===== src/core/clock_gen_pkg.sv =====
// constants shared by the stretchable clock generator files
// assumes a single 250 mhz core clock; frequency sources arrive as sampled pins
package clock_gen_pkg;
  localparam int CORE_CLK_KHZ = 250000;
  localparam int POWERUP_HOLD_MS = 30;
  localparam int POWERUP_HOLD_CYCLES = POWERUP_HOLD_MS * CORE_CLK_KHZ;
  localparam int RESET_HOLD_SYS_CYCLES = 16;
  localparam int STRETCH_WIDTH = 2;
  localparam int SYNC_WIDTH = 8;
  // synchronised input bit positions
  localparam int SYNC_SYS_SRC = 0;
  localparam int SYNC_GP_SRC = 1;
  localparam int SYNC_HOLD = 2;
  localparam int SYNC_INHIBIT = 3;
  localparam int SYNC_SEL1 = 4;
  localparam int SYNC_SEL2 = 5;
  localparam int SYNC_START = 6;
  localparam int SYNC_RST_REQ = 7;
  // all pins but the two frequency sources idle high
  localparam logic [SYNC_WIDTH-1:0] SYNC_RESET_VALUE = 8'hfc;
  localparam logic [1:0] COUNT_RESET_VALUE = 2'h0;
  localparam logic [2:0] EDGE_LIMIT = 3'h4;
endpackage : clock_gen_pkg


===== src/core/pin_sync.sv =====
// two-flop synchroniser for a group of asynchronous pins
// assumes every bit is a level from outside the core clock domain
`timescale 1ns/100ps
module pin_sync #(
  parameter int WIDTH = 8,
  parameter logic [WIDTH-1:0] RESET_VALUE = '0
) (
  input wire logic core_clk_in,
  input wire logic rst_n_in,
  input wire logic [WIDTH-1:0] async_in,
  output logic [WIDTH-1:0] sync_out
);
  logic [WIDTH-1:0] meta_reg;
  logic [WIDTH-1:0] sync_reg;

  initial
  begin
    if (WIDTH < 1)
    begin
      $error("pin_sync width must be at least one");
    end
  end

  always_ff @(posedge core_clk_in or negedge rst_n_in)
  begin
    if (!rst_n_in)
    begin
      meta_reg <= RESET_VALUE;
      sync_reg <= RESET_VALUE;
    end
    else
    begin
      meta_reg <= async_in;
      sync_reg <= meta_reg;
    end
  end

  assign sync_out = sync_reg;
endmodule : pin_sync


===== src/core/stretchable_clock_generator.sv =====
// stretchable system clock, time base, general clock, edge counter and reset output
// assumes both frequency sources are well below a quarter of the core clock rate
// Notes on behaviour
// - unstretched, the system clock runs at half the system source frequency.
// - the time base follows the system source frequency, never stretched.
// - the general clock runs at half the general source frequency, untouched by stretch.
// - a selected half-cycle of the system clock grows by one to three whole source periods.
// - both delay selects are sampled at a time base rising edge and set the added periods.
// - hold low means unlimited, else inhibit low adds 0, else selects give 3, 2, 1 or 0.
// - while inhibit is low the delay selects are ignored.
// - while hold is low the current half-cycle stays extended.
// - hold overrides inhibit and both delay selects.
// - a falling start edge clears the two-bit counter and lets it count system clock rises.
// - after the start the counter follows the next four system clock rising edges.
// - the count outputs show, in binary, the rising edges seen since the start.
// - a low reset request asserts the reset output in step with the clock; power-up holds it low from reset.
// - the reset output falls at the next system clock rise and stays low 16 clock cycles.
// - after power-up the reset output stays low at least 30 ms.
`timescale 1ns/100ps
module stretchable_clock_generator #(
  parameter int POWERUP_CYCLES = clock_gen_pkg::POWERUP_HOLD_CYCLES
) (
  input wire logic core_clk_in,
  input wire logic rst_n_in,
  input wire logic system_source_in,
  input wire logic general_source_in,
  input wire logic delay_select_1_n_in,
  input wire logic delay_select_2_n_in,
  input wire logic delay_inhibit_n_in,
  input wire logic hold_stretch_n_in,
  input wire logic count_start_fall_in,
  input wire logic reset_request_in_n_in,
  output logic system_clock_out,
  output logic time_base_out,
  output logic general_clock_out,
  output logic edge_count_bit0_out,
  output logic edge_count_bit1_out,
  output logic system_reset_out_n_out
);
  localparam int PU_WIDTH = $clog2(POWERUP_CYCLES + 1);

  initial
  begin
    if (POWERUP_CYCLES < 1)
    begin
      $error("power-up hold must be at least one cycle");
    end
  end

  typedef enum logic [3:0] {
    RST_POWERUP = 4'h1,
    RST_IDLE = 4'h2,
    RST_PENDING = 4'h4,
    RST_HOLD = 4'h8
  } reset_state_type;

  logic [clock_gen_pkg::SYNC_WIDTH-1:0] pins_async;
  logic [clock_gen_pkg::SYNC_WIDTH-1:0] pins;

  assign pins_async = {reset_request_in_n_in, count_start_fall_in, delay_select_2_n_in,
                       delay_select_1_n_in, delay_inhibit_n_in, hold_stretch_n_in,
                       general_source_in, system_source_in};

  pin_sync #(
    .WIDTH(clock_gen_pkg::SYNC_WIDTH),
    .RESET_VALUE(clock_gen_pkg::SYNC_RESET_VALUE)
  ) u_pin_sync (
    .core_clk_in(core_clk_in),
    .rst_n_in(rst_n_in),
    .async_in(pins_async),
    .sync_out(pins)
  );

  // decoded added periods; hold is handled separately as unlimited
  function automatic logic [1:0] added_periods(input logic inh_n, input logic s2_n,
                                               input logic s1_n);
    logic [1:0] n;
    n = 2'h0;
    if (inh_n)
    begin
      n = {~s2_n, ~s1_n};
    end
    return n;
  endfunction : added_periods

  logic sys_src_prev_reg, sys_src_prev_next;
  logic gp_src_prev_reg, gp_src_prev_next;
  logic start_prev_reg, start_prev_next;
  logic sysclk_reg, sysclk_next;
  logic time_base_reg, time_base_next;
  logic gpclk_reg, gpclk_next;
  logic [clock_gen_pkg::STRETCH_WIDTH-1:0] stretch_reg, stretch_next;
  logic [1:0] count_reg, count_next;
  logic [2:0] edges_reg, edges_next;
  logic count_en_reg, count_en_next;
  reset_state_type rst_state_reg, rst_state_next;
  logic [PU_WIDTH-1:0] pu_cnt_reg, pu_cnt_next;
  logic [4:0] hold_cnt_reg, hold_cnt_next;
  logic rst_out_n_reg, rst_out_n_next;

  logic sys_tick;
  logic gp_tick;
  logic sys_rise;
  logic start_fall;

  assign sys_tick = pins[clock_gen_pkg::SYNC_SYS_SRC] & ~sys_src_prev_reg;
  assign gp_tick = pins[clock_gen_pkg::SYNC_GP_SRC] & ~gp_src_prev_reg;
  assign start_fall = ~pins[clock_gen_pkg::SYNC_START] & start_prev_reg;

  // clock paths and stretch
  always_comb
  begin
    sys_src_prev_next = pins[clock_gen_pkg::SYNC_SYS_SRC];
    gp_src_prev_next = pins[clock_gen_pkg::SYNC_GP_SRC];
    time_base_next = pins[clock_gen_pkg::SYNC_SYS_SRC];
    gpclk_next = gpclk_reg;
    sysclk_next = sysclk_reg;
    stretch_next = stretch_reg;
    sys_rise = 1'b0;
    if (gp_tick)
    begin
      gpclk_next = ~gpclk_reg;
    end
    if (sys_tick)
    begin
      if (!pins[clock_gen_pkg::SYNC_HOLD])
      begin
        sysclk_next = sysclk_reg;
      end
      else if (stretch_reg != 2'h0)
      begin
        stretch_next = stretch_reg - 2'h1;
      end
      else
      begin
        // one toggle per source period at most keeps edges clean
        sysclk_next = ~sysclk_reg;
        sys_rise = ~sysclk_reg;
        stretch_next = added_periods(pins[clock_gen_pkg::SYNC_INHIBIT],
                                     pins[clock_gen_pkg::SYNC_SEL2],
                                     pins[clock_gen_pkg::SYNC_SEL1]);
      end
    end
  end

  // edge counter
  always_comb
  begin
    start_prev_next = pins[clock_gen_pkg::SYNC_START];
    count_next = count_reg;
    edges_next = edges_reg;
    count_en_next = count_en_reg;
    if (start_fall)
    begin
      count_next = clock_gen_pkg::COUNT_RESET_VALUE;
      edges_next = 3'h0;
      count_en_next = 1'b1;
    end
    else if (count_en_reg && sys_rise)
    begin
      count_next = count_reg + 2'h1;
      edges_next = edges_reg + 3'h1;
      if (edges_reg + 3'h1 == clock_gen_pkg::EDGE_LIMIT)
      begin
        count_en_next = 1'b0;
      end
    end
  end

  // reset output sequencing
  always_comb
  begin
    rst_state_next = rst_state_reg;
    pu_cnt_next = pu_cnt_reg;
    hold_cnt_next = hold_cnt_reg;
    rst_out_n_next = rst_out_n_reg;
    case (rst_state_reg)
      RST_POWERUP:
      begin
        rst_out_n_next = 1'b0;
        if (pu_cnt_reg >= PU_WIDTH'(POWERUP_CYCLES - 1))
        begin
          // release waits for a clock rise so the edge stays synchronous
          if (sys_rise)
          begin
            rst_out_n_next = 1'b1;
            rst_state_next = RST_IDLE;
          end
        end
        else
        begin
          pu_cnt_next = pu_cnt_reg + PU_WIDTH'(1);
        end
      end
      RST_IDLE:
      begin
        if (!pins[clock_gen_pkg::SYNC_RST_REQ])
        begin
          rst_state_next = RST_PENDING;
        end
      end
      RST_PENDING:
      begin
        if (sys_rise)
        begin
          rst_out_n_next = 1'b0;
          hold_cnt_next = 5'h0;
          rst_state_next = RST_HOLD;
        end
      end
      RST_HOLD:
      begin
        if (sys_rise)
        begin
          hold_cnt_next = hold_cnt_reg + 5'h1;
          if (hold_cnt_reg == 5'(clock_gen_pkg::RESET_HOLD_SYS_CYCLES - 1))
          begin
            rst_out_n_next = 1'b1;
            // a request still held low starts another period
            rst_state_next = RST_IDLE;
          end
        end
      end
      default:
      begin
        rst_state_next = RST_POWERUP;
        rst_out_n_next = 1'b0;
      end
    endcase
  end

  always_ff @(posedge core_clk_in or negedge rst_n_in)
  begin
    if (!rst_n_in)
    begin
      sys_src_prev_reg <= 1'b0;
      gp_src_prev_reg <= 1'b0;
      start_prev_reg <= 1'b1;
      sysclk_reg <= 1'b0;
      time_base_reg <= 1'b0;
      gpclk_reg <= 1'b0;
      stretch_reg <= 2'h0;
      count_reg <= clock_gen_pkg::COUNT_RESET_VALUE;
      edges_reg <= 3'h0;
      count_en_reg <= 1'b0;
      rst_state_reg <= RST_POWERUP;
      pu_cnt_reg <= '0;
      hold_cnt_reg <= 5'h0;
      rst_out_n_reg <= 1'b0;
    end
    else
    begin
      sys_src_prev_reg <= sys_src_prev_next;
      gp_src_prev_reg <= gp_src_prev_next;
      start_prev_reg <= start_prev_next;
      sysclk_reg <= sysclk_next;
      time_base_reg <= time_base_next;
      gpclk_reg <= gpclk_next;
      stretch_reg <= stretch_next;
      count_reg <= count_next;
      edges_reg <= edges_next;
      count_en_reg <= count_en_next;
      rst_state_reg <= rst_state_next;
      pu_cnt_reg <= pu_cnt_next;
      hold_cnt_reg <= hold_cnt_next;
      rst_out_n_reg <= rst_out_n_next;
    end
  end

  assign system_clock_out = sysclk_reg;
  assign time_base_out = time_base_reg;
  assign general_clock_out = gpclk_reg;
  assign edge_count_bit0_out = count_reg[0];
  assign edge_count_bit1_out = count_reg[1];
  assign system_reset_out_n_out = rst_out_n_reg;
endmodule : stretchable_clock_generator


===== config.mk =====
export PLATFORM = sky130hd
export DESIGN_NAME = stretchable_clock_generator
export DESIGN_NICKNAME = d
export VERILOG_FILES = /design/src/core/clock_gen_pkg.sv /design/src/core/pin_sync.sv /design/src/core/stretchable_clock_generator.sv
export SDC_FILE = /design/constraint.sdc
export NUM_CORES = 1
export LEC_CHECK = 0
export ABC_AREA = 1
export BUFFER_PORTS_ARGS = -buffer_cell sky130_fd_sc_hd__buf_2
export CORE_AREA = 3 3 78 80
export CTS_BUF_LIST = sky130_fd_sc_hd__clkbuf_8 sky130_fd_sc_hd__clkbuf_16
export DETAILED_ROUTE_END_ITERATION = 10
export DIE_AREA = 0 0 81 83
export GPL_TIMING_DRIVEN = 0
export PLACE_DENSITY_LB_ADDON = 0.15
export REMOVE_ABC_BUFFERS = 1
export SYNTH_ARGS = -nofsm -noshare
export SYNTH_HDL_FRONTEND = slang
export SYNTH_SLANG_ARGS = --single-unit

===== constraint.sdc =====
create_clock -name core_clk_in -period 3.9 [get_ports core_clk_in]
set_clock_uncertainty 0.1 [all_clocks]
set_input_delay 0.195 -clock core_clk_in [delete_from_list [all_inputs] [get_ports core_clk_in]]
set_output_delay 0.195 -clock core_clk_in [all_outputs]
set_load 0.02 [all_outputs]

-- Word-level counts from Yosys, hierarchy flattened
Cells that the tools add are included.
- input bits: 10
- register bits after elaboration: 62
- output and inout port bits: 6
- word-level logic and storage cells: 86
- reduce and logical (&&, ||, !) cells: 12
- multiplexer cells: 28
- eq/ne operators: 12
- bitwise operators: 13
- add/subtract/negate cells: 5
- magnitude comparators: 1
- operator list (cell ; count):
    $mux 4 ; 6
    $add 23x1->23 const B ; 1
    $ge 23x23->1 const B ; 1
    $pmux 4 s4 ; 1
    $ne 2x2->1 const B ; 6
    $mux 1 ; 11
    $mux 5 ; 2
    $not 1->1 ; 10
    $pmux 5 s2 ; 1
    $mux 2 ; 4
    $reduce_bool 2->1 ; 4
    $mux 3 ; 2
    $reduce_and 2->1 ; 3
    $reduce_and 3->1 ; 2
    $reduce_and 6->1 ; 1
    $add 5x1->5 const B ; 1
    $eq 5x4->1 const B ; 1
    $eq 4x1->1 const B ; 1
    $eq 4x2->1 const B ; 1
    $eq 4x3->1 const B ; 1
    $eq 4x4->1 const B ; 1
    $pmux 1 s4 ; 1
    $reduce_and 4->1 ; 1
    $add 3x1->3 const B ; 1
    5 further kinds ; 7

-- Depth between registers and ports, before layout
- depth after elaboration: 7
- depth in mapped cells: 12
- gate-level depth less buffers: 10

-- By module
Synthesis repeated with hierarchy kept, for this count alone.
- cell total of the unflattened synthesis: 378
- area, all modules: 3300.7 sq um
- by module, submodules not included (module ; cells an instance ; area an instance (sq um) ; seq. area each (sq um) ; times used):
    stretchable_clock_generator ; 362 ; 2885.3 ; 1153.6 ; 1
    pin_sync ; 16 ; 415.4 ; 415.4 ; 1

-- Least setup slack after synthesis
Ideal clock, no wire load.
- path type: flip-flop to flip-flop
- start: reg u_pin_sync.sync_reg[2], in the netlist u_pin_sync.sync_out[2]
- end: reg count_reg[1]
- path buffers: 0
- stages on the path, launching flop included: 10
- arrival: 1440 ps
- slack: 2236 ps
- required time: 3677 ps
- period minus slack after synthesis: 1664 ps
- library setup time: 123 ps
- cell sequence: dfstp_2 > nand2_1 > nor3_2 > nand2_1 > nor2_4 > inv_2 > nor2_4 > nand2_1 > o21ai_0 > a21oi_1
- longest elaborated chain between the ends: 4
- ends and longest elaborated chain (what ; line ; RTL):
    from (decl) ; pin_sync.sv:14 ; logic [WIDTH-1:0] sync_reg;
    from (signal assigned) ; pin_sync.sv:34 ; sync_reg <= meta_reg;
    $mux 1 ; stretchable_clock_generator.sv:126 ; if (!pins[clock_gen_pkg::SYNC_HOLD])
    $mux 1 ; stretchable_clock_generator.sv:124 ; if (sys_tick)
    $logic_and 1x1->1 ; stretchable_clock_generator.sv:159 ; else if (count_en_reg && sys_rise)
    $reduce_bool 2->1 (no source line) ; n/a ;
    to (signal assigned) ; stretchable_clock_generator.sv:243 ; count_reg <= clock_gen_pkg::COUNT_RESET_VALUE;
    to (signal assigned) ; stretchable_clock_generator.sv:260 ; count_reg <= count_next;
    to (decl) ; stretchable_clock_generator.sv:93 ; logic [1:0] count_reg, count_next;
No other way between the ends.
A chain may end at the register's enable or synchronous reset.

-- Final worst setup path
- start: reg rst_state_reg[0]
- end: reg pu_cnt_reg[2]
- longest elaborated chain between the ends: 2
- ends and longest elaborated chain (what ; line ; RTL):
    from (decl) ; stretchable_clock_generator.sv:96 ; reset_state_type rst_state_reg, rst_state_next;
    from (signal assigned) ; stretchable_clock_generator.sv:263 ; rst_state_reg <= rst_state_next;
    $eq 4x1->1 ; stretchable_clock_generator.sv:177 ; case (rst_state_reg)
    $reduce_and 2->1 (no source line) ; n/a ;
    to (signal assigned) ; stretchable_clock_generator.sv:264 ; pu_cnt_reg <= pu_cnt_next;
    to (decl) ; stretchable_clock_generator.sv:97 ; logic [PU_WIDTH-1:0] pu_cnt_reg, pu_cnt_next;
No other way between the ends.

==> run_results.csv <==
group,metric,value,unit
clock_tree,root_buffer,"clkbuf_8",
place,pre_cts_ws,1170,ps
logic_synthesis,synth-main-ff-cell,"dfrtp_1",
routing,drtPass1Iterations,4,
timing,setup_tns,0,ps
final_layout,nets,419,
power_and_ir_drop,p_per_area,401,nW/um2
routing,drc,0,
routing,first_iter_violations,156,
critical_path,worstPathMaxFanout,48,
global_route,overflow,0,
logic_synthesis,yosysSeqAreaShare,0.505,
power_and_ir_drop,ir_drop,0.000310,V
final_layout,largest_reg_flops,23,
clock_tree,cts_inserted_buffers,9,
clock_tree,cts-resized-gates,0,
critical_path,path_class,"reg -> reg",
routing,antenna_left,0,
timing,fin_crit,2780,ps
status,outcome,"finished clean",
critical_path,arrival,2890,ps
logic_synthesis,yosys.area.top_type_share,0.386,
timing,max_slew_margin,0.260,
final_layout,final_common_cell,"nand2_1",
global_route,grt_antenna_before_repair,0,
clock_tree,cts_tree,"yes",
logic_synthesis,ys_async_sr_fraction,1.00,
logic_synthesis,ys_types,30,
clock_tree,clkLatencyLatePin,340,ps
timing,worst_slack,1120,ps
final_layout,fillCellCount,512,
routing,wl,5.74,mm
logic_synthesis,syn_area,3110,um2
critical_path,critPathLaunchType,"flop",
critical_path,rr_worst_depth,5,
logic_synthesis,synth_area_leaders,"dfrtp_1 39%, dfstp_2 12%, nand2_1 12%, inv_1 6.0%, nor2_1 5.1%",
critical_path,cp_cell_sequence,"inv_1, nor4_2, nand4_2, o21ai_0, nand2_1",
critical_path,endpoint_kind,"flop",
logic_synthesis,avgSynthCellArea,8.25,um2
final_layout,diodes,0,
floorplanning,coreArea,5470,um2
clock_tree,cts_max_level,3,
place,portBuffers,15,
critical_path,required,4010,ps
final_layout,seqCellArea,1570,um2
global_route,grt_pass1_vias,2422,
power_and_ir_drop,leakagePower,1.64,nW
timing,hold_viol,0,
timing,fin_hold_ws,244,ps
critical_path,critical-path-max-stage-delay,940,ps
logic_synthesis,ys_ff_latch,62,
logic_synthesis,synth_edf_count,0,
logic_synthesis,ys.warnings.count,0,
routing,dr_total_vias,2394,
final_layout,area_growth,13.4,%
global_route,grt_pass1_wl,10.6,mm
logic_synthesis,synthCells,377,
floorplanning,die_w,81,um
clock_tree,clkTransAtPathRegs,80,ps
place,gp_congestion,0.884,
timing,period_share,0.713,
global_route,grt_start_max_net_pins,63,
timing,setup_violations,0,
critical_path,cpMaxStageDelayCell,"nand4_2",
timing,grt_setup_unrepaired,"no",
clock_tree,clock_sinks,62,
job,drv_cap,0,
floorplanning,start_util,0.568,
power_and_ir_drop,power,1.41,mW
floorplanning,die_h,83,um
final_layout,final_cell_mix,"98 x nand2_1, 50 x inv_1, 48 x dfrtp_1, 42 x nor2_1, 24 x nand3_1",
floorplanning,rows,27,
floorplanning,dieArea,6720,um2
timing,worst_slew_pin_slew,1110,ps
timing,slew_violations,0,
routing,vias_per_cell,4.98,
clock_tree,clockBufferDepth,2,
worst_hold_path,min_path_cells,0,
worst_hold_path,hp-class,"reg -> reg",
place,dp_hpwl,3.97,mm
floorplanning,ios,16,
logic_synthesis,synth_area_leader_cell,"dfrtp_1",
routing,wl_per_cell,11.9,um
timing,fmax,0.359,GHz
final_layout,multiInputGateArea,1280,um2
global_route,grt_usage,0.199,
final_layout,final_layout_size_suffix_gt1_frac,0.144,
-- report_power, final --
group	switching (mW)	internal [mW]	total (mW)
clock	0.262	0.361	0.623
combinational	0.0566	0.0342	0.0908
sequential	0.0207	0.679	0.700
-- Yosys cell counts (4+ instances only) --
cell     number
dfstp_2      14
nand3_1      24
nor3_1        9
a21oi_1       5
xor2_1       10
o21ai_0      23
o21ai_2       4
inv_1        50
xnor2_1       8
nand4_1       8
nand2_1      98
ha_1          5
o21ai_1       4
nor2_1       42
dfrtp_1      48
-- timing repair --
item | 4_1_cts | 5_1_grt
hold buffers | 8 | 1
endpoints found under the setup margin | 0 | 0
setup buffers | 0 | 0
endpoints found under the hold margin | 8 | 48
-- routing by layer --
metal	wire length [um]	GRT usage	up-vias
li1	-	-	1244
met1	2660	0.250	1107
met2	2790	0.325	36
met3	212	0.0586	7
met4	65	0.0630	0
met5	0	0	-
-- through the flow --
stage / cell area, um2 / util / std cells
after floorplan: 3050 / - / 369
after global placement: 3210 / 0.587 / 456
after CTS: 3510 / 0.642 / 480
after detailed placement: 3210 / 0.587 / 456
final: 3520 / 0.644 / 481
after global routing: 3520 / 0.644 / 481
-- worst max-delay path, delay by kind of cell, from the launching register on --
family                 cells  cell delay, ps
AOI/OAI and AO/OA          1             520
DFF                        1             540
buffers and inverters      1              60
and+or+nand+nor            3            1410
-- cells by family after synthesis --
logic type,Yosys count,synth area share
AO/OA/AOI/OAI,39,0.0696
flip-flops,62,0.505
AND/OR/NAND/NOR,192,0.270
XOR/XNOR,18,0.0507
adder cells (fa/ha/maj),5,0.0201
buffers and inverters,61,0.0845
-- path summary, 6_finish.rpt --
check	from	endpoint	slack (ps)
min reg2reg	u_pin_sync.meta_reg[0]	u_pin_sync.sync_out[0]	240
min in group asynchronous	rst_n_in	hold_cnt_reg[2]	370
max	rst_state_reg[0]	pu_cnt_reg[2]	1120
min	u_pin_sync.meta_reg[0]	u_pin_sync.sync_out[0]	240
max in group asynchronous	rst_n_in	pu_cnt_reg[6]	2850
max reg2reg	rst_state_reg[0]	pu_cnt_reg[2]	1120
-- cell type report --
class	instances	area share
sequential	62	0.445
inverter	53	0.0564
clock inverter	7	0.0277
timing repair buffer	24	0.0476
clock buffer	9	0.0351
multi-input combinational	254	0.362
tap	72	0.0256
Note: power is estimated with default switching activity, not from simulation.
